`src/shared/bir_pkg.sv`:
```
// constants for the bridge interrupt route and status block
// assumes one 100 MHz clock and an apb slave port of 32-bit words
//
// Overview of operation
// - route enable high lets a source reach a host pin; low never
// - each dma controller has its own route enable bit
// - each location monitor has its own route enable bit
// - each mailbox has its own route enable bit
// - error, edge, ack, system fail, power fail each have route enable
// - pending bits read high while outstanding, read-only, zero after reset
// - dma one pending at bit 25, dma zero at bit 24
// - location monitors 3..0 pending at bits 23..20
// - mailboxes 3..0 pending at bits 19..16
// - bits 13..8: bus error, backplane error, edge, ack, sysfail, acfail
// - bits 31:26, 15:14 and 0 always read zero
// - route enable shares status layout, read/write, resets to zero
// - writing one to a clear bit clears pending; zero no effect; reads zero
// - pending only records events while per-source enable is set
package bir_pkg;

	// ---------------------------------------------------------------
	// register byte offsets
	// ---------------------------------------------------------------
	localparam logic [11:0] BIR_OFF_SRC_ENABLE   = 12'h0448;
	localparam logic [11:0] BIR_OFF_ROUTE_ENABLE = 12'h044C;
	localparam logic [11:0] BIR_OFF_PENDING      = 12'h0450;
	localparam logic [11:0] BIR_OFF_CLEAR        = 12'h0454;
	localparam logic [11:0] BIR_OFF_PIN_MAP_LO   = 12'h0458;
	localparam logic [11:0] BIR_OFF_PIN_MAP_HI   = 12'h045C;
	localparam logic [11:0] BIR_OFF_RAW_SOURCES  = 12'h0460;

	// ---------------------------------------------------------------
	// field layout and reset values
	// ---------------------------------------------------------------
	localparam logic [31:0] BIR_SRC_MASK    = 32'h03FF_3FFE;
	localparam logic [31:0] BIR_RESET_WORD  = 32'h0000_0000;
	localparam int          BIR_NUM_PINS    = 4;
	localparam int          BIR_BIT_DMA1    = 25;
	localparam int          BIR_BIT_DMA0    = 24;
	localparam int          BIR_BIT_LM_LO   = 20;
	localparam int          BIR_BIT_MB_LO   = 16;
	localparam int          BIR_BIT_ACFAIL  = 8;
	localparam int          BIR_BIT_IRQ_LO  = 1;

	typedef enum logic [1:0]
	{
		BIR_IDLE   = 2'b00,
		BIR_ACCESS = 2'b01
	} bir_apb_state_t;

endpackage : bir_pkg

```
`src/verilog/bir_pin_route.sv`:
```
// one host pin: or of pending, routed sources mapped to this pin
// assumes map words hold two bits per status bit position
`timescale 1ns/1ps
`default_nettype none
module bir_pin_route
	import bir_pkg::*;
#(
	parameter int PIN = 0
)
(
	input  wire logic [31:0] pendingBits,
	input  wire logic [31:0] routeBits,
	input  wire logic [63:0] mapBits,
	output logic             pinRequest
);

	logic [31:0] hit;

	genvar g;
	generate
		for (g = 0; g < 32; g++)
		begin : gen_hit
			assign hit[g] = pendingBits[g] & routeBits[g] &
				(mapBits[2*g +: 2] == 2'(PIN));
		end
	endgenerate

	assign pinRequest = |(hit & BIR_SRC_MASK);

endmodule : bir_pin_route
`default_nettype wire

```
`src/verilog/bir_top.sv`:
```
// interrupt gathering with apb registers and four host pins
// assumes sources are synchronous single-cycle or level event inputs
//
// The APB interface to the registers was chosen for this implementation.
`timescale 1ns/1ps
`default_nettype none
module bir_top
	import bir_pkg::*;
(
	input  wire logic        clk,
	input  wire logic        rst_n,
	input  wire logic        psel,
	input  wire logic        penable,
	input  wire logic        pwrite,
	input  wire logic [11:0] paddr,
	input  wire logic [31:0] pwdata,
	input  wire logic [3:0]  pstrb,
	output logic [31:0]      prdata,
	output logic             pready,
	output logic             pslverr,
	input  wire logic [31:0] sourceEvents,
	output logic [3:0]       host_interrupt_pins,
	output logic             irq
);

	// ---------------------------------------------------------------
	// register state
	// ---------------------------------------------------------------
	logic [31:0]    srcEnable_r,   srcEnable_nxt;
	logic [31:0]    routeEnable_r, routeEnable_nxt;
	logic [31:0]    pending_r,     pending_nxt;
	logic [63:0]    pinMap_r,      pinMap_nxt;
	logic [31:0]    prdata_r,      prdata_nxt;
	logic           pready_r,      pready_nxt;
	logic           pslverr_r,     pslverr_nxt;
	logic [3:0]     pins_r,        pins_nxt;
	logic           irq_r,         irq_nxt;
	bir_apb_state_t state_r,       state_nxt;
	logic [3:0]     pinReq;

	function automatic logic [31:0] bir_merge
	(
		input logic [31:0] old,
		input logic [31:0] wd,
		input logic [3:0]  be
	);
		logic [31:0] r;
		r = old;
		for (int b = 0; b < 4; b++)
		begin
			if (be[b])
				r[8*b +: 8] = wd[8*b +: 8];
		end
		return r;
	endfunction : bir_merge

	function automatic logic bir_mapped(input logic [11:0] a);
		return a == BIR_OFF_SRC_ENABLE || a == BIR_OFF_ROUTE_ENABLE ||
			a == BIR_OFF_PENDING || a == BIR_OFF_CLEAR ||
			a == BIR_OFF_PIN_MAP_LO || a == BIR_OFF_PIN_MAP_HI ||
			a == BIR_OFF_RAW_SOURCES;
	endfunction : bir_mapped

	// ---------------------------------------------------------------
	// apb slave and register updates
	// ---------------------------------------------------------------
	logic        doWrite;
	logic        doRead;
	logic [31:0] clearBits;

	always_comb
	begin
		doWrite = 1'b0;
		doRead = 1'b0;
		clearBits = 32'h0000_0000;
		state_nxt = state_r;
		pready_nxt = 1'b0;
		pslverr_nxt = 1'b0;
		prdata_nxt = 32'h0000_0000;
		srcEnable_nxt = srcEnable_r;
		routeEnable_nxt = routeEnable_r;
		pinMap_nxt = pinMap_r;
		// one wait state: answer registered, ends access next edge
		case (state_r)
			BIR_IDLE:
			begin
				if (psel && penable)
				begin
					state_nxt = BIR_ACCESS;
					pready_nxt = 1'b1;
					pslverr_nxt = !bir_mapped(paddr);
					doWrite = pwrite && bir_mapped(paddr);
					doRead = !pwrite;
				end
			end
			BIR_ACCESS:
			begin
				state_nxt = BIR_IDLE;
			end
			default:
			begin
				state_nxt = BIR_IDLE;
			end
		endcase
		if (doWrite)
		begin
			if (paddr == BIR_OFF_SRC_ENABLE)
				srcEnable_nxt = bir_merge(srcEnable_r, pwdata, pstrb)
					& BIR_SRC_MASK;
			else if (paddr == BIR_OFF_ROUTE_ENABLE)
				routeEnable_nxt = bir_merge(routeEnable_r, pwdata, pstrb)
					& BIR_SRC_MASK;
			else if (paddr == BIR_OFF_CLEAR)
				clearBits = bir_merge(32'h0000_0000, pwdata, pstrb);
			else if (paddr == BIR_OFF_PIN_MAP_LO)
				pinMap_nxt[31:0] = bir_merge(pinMap_r[31:0], pwdata, pstrb);
			else if (paddr == BIR_OFF_PIN_MAP_HI)
				pinMap_nxt[63:32] = bir_merge(pinMap_r[63:32], pwdata,
					pstrb);
		end
		if (doRead)
		begin
			if (paddr == BIR_OFF_SRC_ENABLE)
				prdata_nxt = srcEnable_r;
			else if (paddr == BIR_OFF_ROUTE_ENABLE)
				prdata_nxt = routeEnable_r;
			else if (paddr == BIR_OFF_PENDING)
				prdata_nxt = pending_r & BIR_SRC_MASK;
			else if (paddr == BIR_OFF_PIN_MAP_LO)
				prdata_nxt = pinMap_r[31:0];
			else if (paddr == BIR_OFF_PIN_MAP_HI)
				prdata_nxt = pinMap_r[63:32];
			else if (paddr == BIR_OFF_RAW_SOURCES)
				prdata_nxt = sourceEvents & BIR_SRC_MASK;
			else
				prdata_nxt = 32'h0000_0000;
		end
	end

	// ---------------------------------------------------------------
	// pending flags
	// ---------------------------------------------------------------
	// layout of bits 25..1 fixed by BIR_SRC_MASK and the source order
	// bit layout
	always_comb
	begin
		// enable gates capture; set wins over clear
		pending_nxt = ((pending_r & ~clearBits) |
			(sourceEvents & srcEnable_r)) & BIR_SRC_MASK;
	end

	// ---------------------------------------------------------------
	// host pins and summary interrupt
	// ---------------------------------------------------------------
	genvar p;
	generate
		for (p = 0; p < BIR_NUM_PINS; p++)
		begin : gen_pin
			bir_pin_route #(.PIN(p)) u_route
			(
				.pendingBits (pending_r),
				.routeBits   (routeEnable_r),
				.mapBits     (pinMap_r),
				.pinRequest  (pinReq[p])
			);
		end
	endgenerate

	always_comb
	begin
		pins_nxt = pinReq;
		irq_nxt = |(pending_r & routeEnable_r);
	end

	// ---------------------------------------------------------------
	// registers
	// ---------------------------------------------------------------
	always_ff @(posedge clk)
	begin
		if (!rst_n)
		begin
			state_r <= BIR_IDLE;
			srcEnable_r <= BIR_RESET_WORD;
			routeEnable_r <= BIR_RESET_WORD;
			pending_r <= BIR_RESET_WORD;
			pinMap_r <= 64'h0000_0000_0000_0000;
			prdata_r <= BIR_RESET_WORD;
			pready_r <= 1'b0;
			pslverr_r <= 1'b0;
			pins_r <= 4'h0;
			irq_r <= 1'b0;
		end
		else
		begin
			state_r <= state_nxt;
			srcEnable_r <= srcEnable_nxt;
			routeEnable_r <= routeEnable_nxt;
			pending_r <= pending_nxt;
			pinMap_r <= pinMap_nxt;
			prdata_r <= prdata_nxt;
			pready_r <= pready_nxt;
			pslverr_r <= pslverr_nxt;
			pins_r <= pins_nxt;
			irq_r <= irq_nxt;
		end
	end

	assign prdata = prdata_r;
	assign pready = pready_r;
	assign pslverr = pslverr_r;
	assign host_interrupt_pins = pins_r;
	assign irq = irq_r;

endmodule : bir_top
`default_nettype wire

```
`config.mk`:
```
export PLATFORM = sky130hd
export DESIGN_NAME = bir_top
export DESIGN_NICKNAME = d
export VERILOG_FILES = /design/src/shared/bir_pkg.sv /design/src/verilog/bir_pin_route.sv /design/src/verilog/bir_top.sv
export SDC_FILE = /design/constraint.sdc
export NUM_CORES = 1
export LEC_CHECK = 0
export BUFFER_PORTS_ARGS = -buffer_cell sky130_fd_sc_hd__clkbuf_2
export CORE_ASPECT_RATIO = 0.75
export CORE_MARGIN = 3
export CORE_UTILIZATION = 52
export DETAILED_ROUTE_END_ITERATION = 10
export PLACE_DENSITY = 0.73
export SYNTH_ARGS = -nofsm -noshare
export SYNTH_HDL_FRONTEND = slang
export SYNTH_HIERARCHICAL = 1
export SYNTH_SLANG_ARGS = --single-unit
export TNS_END_PERCENT = 1
```
`constraint.sdc`:
```
create_clock -name clk -period 3.4 [get_ports clk]
set_input_delay 0 -clock clk [delete_from_list [all_inputs] [get_ports clk]]
set_output_delay 0 -clock clk [all_outputs]
set_load 0.005 [all_outputs]
```
# [Yosys cells after proc, flatten, opt, wreduce, memory -nomap -nowiden]
# Index checks and enable logic that the tools add are counted.
[op_classes] n_addsub=0 mul=0 div_mod_pow=0 magnitude_cmp=0 n_eq_ne=76 n_shift=0 muxes=19 bitwise=125 reduce_logical=59
[op_table] operator="two-way mux 26 bit" count=8
[op_table] operator="AND 1 bit" count=115
[op_table] operator="== test 2 bit, second input constant" count=46
[op_table] operator="OR reduction 23 bit" count=4
[op_table] operator="== test 12 x 11 -> 1 bit, second input constant" count=7
[op_table] operator="AND 26 bit" count=3
[op_table] operator="two-way mux 32 bit" count=2
[op_table] operator="logical NOT 2 bit" count=24
[op_table] operator="== test 2 x 1 -> 1 bit, second input constant" count=23
[op_table] operator="OR reduction 32 bit" count=1
[op_table] operator="AND reduction 7 bit" count=4
[op_table] operator="NOT 26 bit" count=1
[op_table] operator="bitwise OR 26 bit" count=1
[op_table] operator="two-way mux 8 bit" count=3
[op_table] operator="AND reduction 6 bit" count=4
[op_table] operator="AND reduction 4 bit" count=4
[op_table] operator="AND reduction 3 bit" count=5
[op_table] operator="logical OR 1 bit" count=6
[op_table] operator="two-way mux 1 bit" count=5
[op_table] operator="NOT 1 bit" count=5
[op_table] operator="AND reduction 2 bit" count=2
[op_table] operator="OR reduction 4 bit" count=1
[op_table] operator="logical AND 1 bit" count=2
[op_table] operator="logical NOT 1 bit" count=2
[op_table] operator="two-way mux 2 bit" count=1
[word_totals] regBits=173 latch_bits=0 ram_bits=0 rom_bits=0 output_inout_bits=39 word_cells=303 mem_count=0

# [Logic depth before layout (Yosys ltp)]
# Gate-level depths: netlist of the first run.
[depth] word_depth=14 mapped_depth=7 depth_no_buf=5

# [Hierarchy]
# Netlist of the first run, hierarchy kept.
[by_module_without_submodules] mod="bir_top" instances=1 cells_each=828 area_each_um2=7788.7 seq_area_each_um2=3463.3
[by_module_without_submodules] mod="bir_pin_route (gen_pin[1].u_route ...)" instances=2 cells_each=32 area_each_um2=251.5 seq_area_each_um2=0.0
[by_module_without_submodules] mod="bir_pin_route (gen_pin[0].u_route)" instances=1 cells_each=40 area_each_um2=255.2 seq_area_each_um2=0.0
[by_module_without_submodules] mod="bir_pin_route (gen_pin[3].u_route)" instances=1 cells_each=32 area_each_um2=193.9 seq_area_each_um2=0.0

# [Least setup slack after synthesis of the first run]
# OpenSTA, ideal clock, no wires.
[synth_path] path_type="reg2reg" from="reg state_r[0]" to="reg prdata_r[12] (netlist: prdata[12])" setup_ps=95 arrival_time_ps=1583 t_required_ps=3305 path_slack_ps=1722 path_stages_with_launch=7 path_buffers=2 period_less_slack_ps=1678 path_cell_list="dfxtp_1 > nand3b_1 > or2_2 > or3_1 > clkbuf_1 > clkbuf_1 > a221oi_1"
[synth_via] elab_chain_len=3
[synth_rtl] element="from (decl)" line="bir_top.sv:38" source="bir_apb_state_t state_r, state_nxt;"
[synth_rtl] element="from (signal assigned)" line="bir_top.sv:195" source="state_r <= state_nxt;"
[synth_rtl] element="logical NOT 2 bit" line="bir_top.sv:84" source="case (state_r)"
[synth_rtl] element="two-way mux 1 bit" line="bir_top.sv:84"
[synth_rtl] element="AND reduction 2 bit (no line)"
[synth_rtl] element="to (signal assigned)" line="bir_top.sv:200" source="prdata_r <= prdata_nxt;"
[synth_rtl] element="to (decl)" line="bir_top.sv:33" source="logic [31:0] prdata_r, prdata_nxt;"
# No other way between the ends.
# A chain may end at the register's enable or synchronous reset.

# [Worst setup path after layout of the first run]
[layout_path] from="in paddr[1]" to="reg pinMap_r[30]"
[layout_via] elab_chain_len=11 elab_cells_between_ends=20
[layout_rtl] element="from (decl)" line="bir_top.sv:15" source="input wire logic [11:0] paddr,"
[layout_rtl] element="== test 12 x 11 -> 1 bit, on equally long branches" line="bir_top.sv:58, bir_top.sv:107, bir_top.sv:110"
[layout_rtl] element="logical OR 1 bit (2 in series)" line="bir_top.sv:58" source="return a == BIR_OFF_SRC_ENABLE || a == BIR_OFF_ROUTE_ENABLE ||"
[layout_rtl] element="logical OR 1 bit (2 in series)" line="bir_top.sv:59" source="a == BIR_OFF_PENDING || a == BIR_OFF_CLEAR ||"
[layout_rtl] element="logical OR 1 bit (2 in series)" line="bir_top.sv:60" source="a == BIR_OFF_PIN_MAP_LO || a == BIR_OFF_PIN_MAP_HI ||"
[layout_rtl] element="logical AND 1 bit" line="bir_top.sv:92" source="doWrite = pwrite && bir_mapped(paddr);"
[layout_rtl] element="two-way mux 1 bit" line="bir_top.sv:87" source="if (psel && penable)"
[layout_rtl] element="two-way mux 1 bit" line="bir_top.sv:84"
[layout_rtl] element="AND reduction 6 bit (no line) *"
[layout_rtl] element="to (signal assigned)" line="bir_top.sv:199" source="pinMap_r <= pinMap_nxt;"
[layout_rtl] element="to (decl)" line="bir_top.sv:32" source="logic [63:0] pinMap_r, pinMap_nxt;"
# Mark *: on every way between the ends. The rest lies on a longest branch, timed or not.

==> results of run 1 <==
[stage by stage]
step	worst slack [ns]	hold slack, ns	power, µW	utilization
detailed placement	1.11	0.259	2300	0.585
CTS	1.04	0.0177	4310	0.673
global placement	1.15	0.257	2300	0.585
floorplan	1.72	0.152	2200	-
global route	0.882	0.0507	4410	0.673
finish	1.02	0.0287	4310	0.673
[worst max-delay path, stage by stage]
cell and delay [ns]:
clkbuf_2 0.12, or4b_1 0.92, buf_4 0.38, nor3_1 0.22
nand3_2 0.31, mux2i_1 0.20, dlygate4sd3_1 0.56
[routing by layer]
metal,share of wire,GRT usage
met1,0.46,0.450
met2,0.42,0.443
met3,0.10,0.0963
met4,0.017,0.0798
met5,0,0
[layout by cell type, fill, tap and decap left out, types with 9 or more instances in the layout]
cell and count:
nand2_1 184, dfxtp_1 173, mux2i_1 148, clkbuf_2 112, dlygate4sd3_1 82, nand4b_1 46, nand4_1 43, a211oi_1 40
a31oi_1 29, nor2_1 25, nor3_1 25, a31o_2 23, buf_4 23, nor2b_1 19, nand3b_1 18, a21oi_1 18
o22ai_1 17, clkbuf_16 17, nand3_1 11, nor4bb_1 10, nor4_4 9
[power by group through the flow]
| stage | Sequential, µW | Combinational (µW) | Clock [µW] |
|---|---|---|---|
| finish | 2030 | 287 | 1990 |
| global route | 2030 | 308 | 2070 |
| CTS | 2030 | 280 | 2000 |
| detailed placement | 2070 | 227 | 0 |
| global placement | 2070 | 227 | 0 |
| floorplan | 2070 | 130 | 0 |
[final cells by class]
class | count | area (µm²)
repair buffers | 218 | 1570
fillers | 1307 | 5310
inverters | 4 | 15.0
clock inverters | 14 | 158
flip-flops and latches | 173 | 3460
well taps | 210 | 263
multi-input cells | 724 | 5010
clock buffers | 18 | 439
[state kept, by name, indices dropped and copies added, names as in the netlist]
register,count
pinMap_r,64
prdata,32
pending_r,23
routeEnable_r,23
srcEnable_r,23
host_interrupt_pins,4
irq,1
pready,1
pslverr,1
state_r,1
[timing repair]
item,4_1_cts,5_1_grt
hold buffers,82,0
setup endpoints to repair,0,0
hold endpoints to repair,139,0
[path summary, 6_finish.rpt]
path                                             endpoint  slack (ns)
worst max-delay path            pinMap_r[30]$_SDFFE_PN0P_        1.02
worst min-delay path              state_r[0]$_SDFFE_PN0P_        0.03
worst max register to register   pending_r[20]$_SDFF_PN0_        1.12
worst min register to register   pinMap_r[0]$_SDFFE_PN0P_        0.46
==> flow_metrics.tcl, run 1 <==
set metrics [dict create \
    status "completed" \
    coreArea_um2 16200 \
    min_period_over_period 0.701 \
    grt_max_degree 82 \
    swShare 0.243 \
    grt_first_pass_wirelength_um 44800 \
    p_switching_uw 1050 \
    min_period_ns 2.38 \
    drt_wl_total_um 28900 \
    fin_tns_setup_ns 0 \
    maxSlewHeadroom 0.239 \
    post-cts-setup-buffers 0 \
    dieArea_um2 18400 \
    vias_per_cell 6.24 \
    drt_iter0_drc 866 \
    vdd_ir_drop_max_mv 0.263 \
    holdCritStartpoint "penable" \
    htree_levels 4 \
    syn-num-nets 1048 \
    wire_per_inst_um 21.2 \
    nets 1223 \
    stdcell_area_um2 10900 \
    power_density_nw_per_um2 395 \
    grt_pass1_vias 8034 \
    startpoint_type "primary input" \
    rr_worst_depth 5 \
    end_kind "flip-flop" \
    root_buffer "clkbuf_16" \
    hpwl_um 19900 \
    fin_cells 1361 \
    cts_tree "built" \
    first_pass_iters 6 \
    maxSlewViolCount 0 \
    netlist_instances 963 \
    min_path_cells 4 \
    antenna_found_initial 0 \
    crit_required_ns 3.73 \
    power.share.clock 0.463 \
    detail-route-antenna-nets 0 \
    io_buffer_count 114 \
    num_vias 8493 \
    placed_cell_area_um2 9490 \
    cts.reportedPaths.clkPinSlew_ns 0.07 \
    worstMarginPinSlew_ns 1.14 \
    die_x_um 156 \
    cp-startpoint "paddr[1]" \
    worst-path-max-fanout 16 \
    p_seq_frac 0.471 \
    rsz0062_at_grt "false" \
    cts_max_path_buffers 2 \
    grtUsageTotal 0.309 \
    drc 0 \
    power_leakage_uw 0.00412 \
    hp-class "primary input to flip-flop" \
    finClkSkew_ns 0.0120 \
    max_freq_mhz 419 \
    yosys_warnings 6 \
    rows 40 \
    p_int_uw 3260 \
    clkSinkCount 173 \
    cap_violations 0 \
    setup_violations 0 \
    clock_latency_ns 0.44 \
    io_pins 124 \
    r2r-start "state_r[0]$_SDFFE_PN0P_" \
    overflow 0 \
    pwr-share-comb 0.067 \
    placedCellCount 1247 \
    cts_resized 0 \
    start_util 0.539 \
    hold_violations 0 \
    postSynthAreaPerCell_um2 9.07 \
    syn-cell-area_um2 8740 \
    diodes 0 \
    drive_gt1_frac 0.183 \
    arrival_ns 2.72 \
    area_growth_pct 24.9 \
    die_height_um 118 \
    numCtsBuffers 17 \
    routabilityCongestion 1.04 \
    critical_path_class "primary input to flip-flop" \
]
(Power assumes the default switching activity.)
==> run 2, diff against run 1 <==
--- a/config.mk
+++ b/config.mk
@@ -10,7 +10,7 @@
 export CORE_MARGIN = 3
 export CORE_UTILIZATION = 52
 export DETAILED_ROUTE_END_ITERATION = 10
-export PLACE_DENSITY = 0.73
+export PLACE_DENSITY = 0.76
 export SYNTH_ARGS = -nofsm -noshare
 export SYNTH_HDL_FRONTEND = slang
 export SYNTH_HIERARCHICAL = 1
==> constraint.sdc (replaced) <==
create_clock -name clk -period 2.1 [get_ports clk]
set_input_delay 0 -clock clk [delete_from_list [all_inputs] [get_ports clk]]
set_output_delay 0 -clock clk [all_outputs]
set_load 0.005 [all_outputs]
==> run 2 against run 1 <==
Against the previous run:
- worst hold slack gained 0.033 ns
- critical path type unchanged
- via count up 4.0%
- cell area rose by 2.8%
- flip-flop and latch count unchanged
- register-to-register slack got worse by 0.99 ns
- critical endpoint is now pinMap_r[56]$_SDFFE_PN0P_
- clock power increased by 68%
- clock skew shrank 0.0031 ns
- routed wire length rose by 4.9%
- die area stayed put
- cell count up 2.7%
==> flow_metrics.tcl, run 2 (synthesis results as in run 1) <==
set metrics [dict create \
    crit_top_cell "buf_4" \
    hold_violations 0 \
    hpwl_um 21500 \
    post-cts-setup-buffers 0 \
    p_total_uw 7100 \
    min_period_over_period 0.977 \
    dieArea_um2 18400 \
    grt_max_degree 194 \
    numCtsBuffers 17 \
    coreArea_um2 16200 \
    htree_levels 4 \
    clock_latency_ns 0.43 \
    die_x_um 156 \
    cp_top_family "buffers and inverters" \
    status "completed" \
    rows 40 \
    die_height_um 118 \
    antenna_found_initial 0 \
    hp-class "primary input to flip-flop" \
    maxSlewHeadroom 0.434 \
    worstMarginPinSlew_ns 0.849 \
    worst-path-max-fanout 31 \
    nFillCells 1286 \
    worst_slack_ns 0.0493 \
    overflow 0 \
    regMostFlops "pinMap_r" \
    max_freq_mhz 488 \
    first_pass_iters 6 \
    power_leakage_uw 0.00433 \
    vdd_ir_drop_max_mv 0.483 \
    io_pins 124 \
    largest_register_ffs 64 \
    cp_slowest_cell "dlygate4sd3_1" \
    nets 1261 \
    power_density_nw_per_um2 633 \
    cp_cell_sequence "dlygate4sd3_1 > buf_4 > buf_4 > nand2_1 > nor2_2 > nand3_2 > mux2i_1" \
    num_vias 8832 \
    start_util 0.539 \
    drive_gt1_frac 0.225 \
    cts_max_path_buffers 2 \
    detail-route-antenna-nets 0 \
    critical_path_class "primary input to flip-flop" \
    root_buffer "clkbuf_16" \
    cts.reportedPaths.clkPinSlew_ns 0.06 \
    final_util 0.691 \
    wire_per_inst_um 21.7 \
    setup_violations 0 \
    min_period_ns 2.05 \
    grt_first_pass_wirelength_um 46600 \
    maxSlewViolCount 0 \
    clkSinkCount 173 \
    detailedPlace.worstSlack_ns 0.0621 \
    drt_iter0_drc 1212 \
    cap_violations 0 \
    slowest_delay_ns 0.52 \
    fin_tns_setup_ns 0 \
    drc 0 \
    finClkSkew_ns 0.00884 \
    startpoint_type "primary input" \
    crit_buf_inv 3 \
    end_kind "flip-flop" \
    vias_per_cell 6.32 \
    io_buffer_count 114 \
    routabilityCongestion 1.07 \
    drt_wl_total_um 30300 \
    grt_pass1_vias 8201 \
    rsz0062_at_grt "false" \
    arrival_ns 2.40 \
    area_growth_pct 28.3 \
    diodes 0 \
    grtUsageTotal 0.324 \
    layout_commonest_cell "nand2_1" \
    layout_common_cells "nand2_1 (184), dfxtp_1 (173), mux2i_1 (148)" \
    cts_tree "built" \
    crit_required_ns 2.44 \
]
## run 2: area by class of cell
class	count	area [µm²]	share of cell area
well taps	210	263	0.0234
flip-flops and latches	173	3460	0.309
clock buffers	20	467	0.0416
multi-input cells	724	5020	0.447
inverters	4	15.0	0.00134
repair buffers	256	1830	0.163
clock inverters	11	155	0.0138
## run 2: worst reg2reg max path, cell delays in order, from the launching register on
cell           delay [ns]
dfxtp_1              0.30
and4b_1              0.38
and2_4               0.26
a31oi_1              0.13
a31o_2               0.24
dlygate4sd3_1        0.55
## run 2: per-layer routing
layer,GRT usage,part of all wire,vias to the layer above
met3,0.0974,0.12,68
met4,0.0902,0.025,0
met5,0,0,-
met2,0.466,0.42,587
li1,-,-,4046
met1,0.468,0.44,4131
## run 2: power by group
part	switching [µW]	total, µW	leakage, µW	internal [µW]
Combinational	284	479	0.00263	195
Clock	1360	3340	0.000304	1980
Sequential	0.998	3280	0.00139	3280
## run 2: repair_timing
| item | 4_1_cts | 5_1_grt |
|---|---|---|
| hold buffers | 65 | 0 |
| setup endpoints to repair | 0 | 7 |
| resized for setup | 0 | 3 |
| endpoints found under the hold margin | 148 | 0 |
## run 2: worst paths after layout
kind	start	to	slack, ns	cells after the start
max	paddr[2]	pinMap_r[56]$_SDFFE_PN0P_	0.05	7
min	psel	state_r[0]$_SDFFE_PN0P_	0.06	4
max reg2reg	state_r[0]$_SDFFE_PN0P_	pending_r[5]$_SDFF_PN0_	0.13	5
min reg2reg	pinMap_r[30]$_SDFFE_PN0P_	pinMap_r[30]$_SDFFE_PN0P_	0.46	2
## run 2: stage by stage
step	cell area, µm²	cells	hold WS [ns]
6_report	11200	1398	0.0618
5_1_grt	11200	1398	0.0909
4_1_cts	11200	1398	0.0379
3_5_place_dp	9930	1302	0.258
3_3_place_gp	9930	1302	0.258
2_1_floorplan	8740	963	0.152
==> run 3, diff against run 2 <==
--- a/config.mk
+++ b/config.mk
@@ -6,11 +6,14 @@
 export NUM_CORES = 1
 export LEC_CHECK = 0
 export BUFFER_PORTS_ARGS = -buffer_cell sky130_fd_sc_hd__clkbuf_2
+export CELL_PAD_IN_SITES_DETAIL_PLACEMENT = 1
+export CELL_PAD_IN_SITES_GLOBAL_PLACEMENT = 2
 export CORE_ASPECT_RATIO = 0.75
 export CORE_MARGIN = 3
-export CORE_UTILIZATION = 52
+export CORE_UTILIZATION = 32
 export DETAILED_ROUTE_END_ITERATION = 10
-export PLACE_DENSITY = 0.76
+export PLACE_DENSITY_LB_ADDON = 0.1
+export SKIP_CTS_REPAIR_TIMING = 1
 export SYNTH_ARGS = -nofsm -noshare
 export SYNTH_HDL_FRONTEND = slang
 export SYNTH_HIERARCHICAL = 1
==> run 3 against run 2 <==
Against the previous run:
- setup slack gained 0.036 ns
- sequential power is essentially flat
- critical path depth is the same
- cell area grew 1.7%
- register-to-register slack lost 0.03 ns
- routed wire length grew 22%
- core utilization shrank 26 points
- cell count grew 11%
- largest power group is now registers
==> flow_metrics.tcl, run 3 (synthesis results as in run 1) <==
set metrics [dict create \
    path_depth 7 \
    layout_common_cells "nand2_1 (184), dfxtp_1 (173), mux2i_1 (148)" \
    worstMarginPinSlew_ns 1.15 \
    power.share.clock 0.450 \
    cts.reportedPaths.clkPinSlew_ns 0.07 \
    maxSlewHeadroom 0.235 \
    cp_top_family "buffers and inverters" \
    io_buffer_count 114 \
    max_freq_mhz 496 \
    slowest_delay_ns 0.55 \
    detail-route-antenna-nets 0 \
    grt_pass1_vias 8481 \
    maxSlewViolCount 0 \
    root_buffer "clkbuf_16" \
    hpwl_um 27400 \
    start_util 0.331 \
    hold_violations 0 \
    startpoint_type "primary input" \
    fin_tns_setup_ns 0 \
    p_switching_uw 1820 \
    crit_path_end "pending_r[24]$_SDFF_PN0_" \
    power_density_nw_per_um2 602 \
    regMostFlops "pinMap_r" \
    min_period_ns 2.01 \
    cp_slowest_cell "dlygate4sd3_1" \
    p_seq_frac 0.478 \
    nets 1276 \
    final_util 0.431 \
    cap_violations 0 \
    vdd_ir_drop_max_mv 0.562 \
    hp-class "primary input to flip-flop" \
    worst_slack_ns 0.0850 \
    cp-startpoint "rst_n" \
    placedCellCount 1457 \
    met1_usage 0.363 \
    min_period_over_period 0.960 \
    crit_required_ns 2.49 \
    vias_per_cell 5.60 \
    crit_top_cell "dlygate4sd3_1" \
    drt_iter0_drc 694 \
    io_pins 124 \
    grtUsageTotal 0.248 \
    grt_first_pass_wirelength_um 54200 \
    die_height_um 149 \
    worst-path-max-fanout 193 \
    swShare 0.265 \
    diodes 0 \
    crit_buf_inv 4 \
    grt_use_met3 0.0531 \
    met2_usage 0.372 \
    nFillCells 3110 \
    arrival_ns 2.41 \
    cts_tree "built" \
    area_growth_pct 30.4 \
    clkSinkCount 173 \
    p_int_uw 5050 \
    antenna_found_initial 1 \
    overflow 0 \
    critical_path_class "primary input to flip-flop" \
    layout_commonest_cell "nand2_1" \
    num_vias 8673 \
    cp_cell_sequence "dlygate4sd3_1 > buf_6 > buf_12 > nand2_1 > a31oi_1 > a31o_2 > dlygate4sd3_1" \
    rows 51 \
    grt.busiest_layer "met2" \
    end_kind "flip-flop" \
    cts_max_path_buffers 2 \
    drt_wl_total_um 36900 \
    grt_max_degree 194 \
    placed_cell_area_um2 10300 \
    stdcell_area_um2 11400 \
    die_x_um 197 \
    clock_latency_ns 0.45 \
    status "completed" \
    wire_per_inst_um 23.8 \
    htree_levels 4 \
    drive_gt1_frac 0.238 \
    setup_violations 0 \
    numCtsBuffers 17 \
    fin_cells 1548 \
    finClkSkew_ns 0.00910 \
    rsz0062_at_grt "false" \
    r2r_slack_ns 0.10 \
    pwr-share-comb 0.072 \
    largest_register_ffs 64 \
    power_leakage_uw 0.00435 \
    dieArea_um2 29300 \
    first_pass_iters 5 \
    r2r-start "state_r[0]$_SDFFE_PN0P_" \
    detailedPlace.worstSlack_ns 0.308 \
    drc 0 \
    routabilityCongestion 0.924 \
    worst_r2r_endpoint "pending_r[13]$_SDFF_PN0_" \
    rr_worst_depth 6 \
    coreArea_um2 26400 \
]
run 3: metrics by stage:
| stage | power, µW | hold slack [ns] |
|---|---|---|
| after detailed placement | 3770 | 0.260 |
| after floorplan | 3570 | 0.152 |
| after global routing | 7110 | 0.0565 |
| after CTS | 6870 | -0.219 |
| final | 6860 | 0.00937 |
| after global placement | 3770 | 0.262 |
run 3: worst min-delay path, stage by stage:
cell and delay (ns):
clkbuf_2 0.11, or4b_1 0.14, nand2_1 0.05, a21oi_1 0.11
run 3: final cells by class:
cell class | count | area, µm² | area share
well taps | 344 | 430 | 0.0378
repair buffers | 271 | 1930 | 0.169
flip-flops and latches | 173 | 3460 | 0.304
clock inverters | 13 | 108 | 0.00944
multi-input cells | 724 | 5010 | 0.439
inverters | 4 | 15.0 | 0.00132
clock buffers | 19 | 443 | 0.0389
run 3: worst min-delay path by stage:
| stage | startpoint | end | slack, ns | depth (start not counted) |
|---|---|---|---|---|
| detailed placement | pwdata[29] | pinMap_r[29]$_SDFFE_PN0P_ | 0.26 | 3 |
| floorplan | sourceEvents[10] | pending_r[10]$_SDFF_PN0_ | 0.15 | 1 |
| finish | paddr[3] | pslverr$_SDFF_PN0_ | 0.009 | 4 |
| global placement | pwdata[29] | pinMap_r[29]$_SDFFE_PN0P_ | 0.26 | 3 |
| CTS | pwdata[29] | pinMap_r[29]$_SDFFE_PN0P_ | -0.22 | 3 |
| global route | psel | state_r[0]$_SDFFE_PN0P_ | 0.06 | 4 |
run 3: power by group through the flow:
stage | clock [µW] | combinational (µW) | sequential [µW]
6_report | 3090 | 494 | 3280
5_1_grt | 3300 | 531 | 3280
4_1_cts | 3180 | 410 | 3280
3_5_place_dp | 0 | 410 | 3360
3_3_place_gp | 0 | 410 | 3360
2_1_floorplan | 0 | 210 | 3360
run 3: layer usage:
layer,wire length (µm),up-vias
li1,-,4083
met1,18000,4298
met2,15900,253
met3,2450,37
met4,522,2
met5,12,-
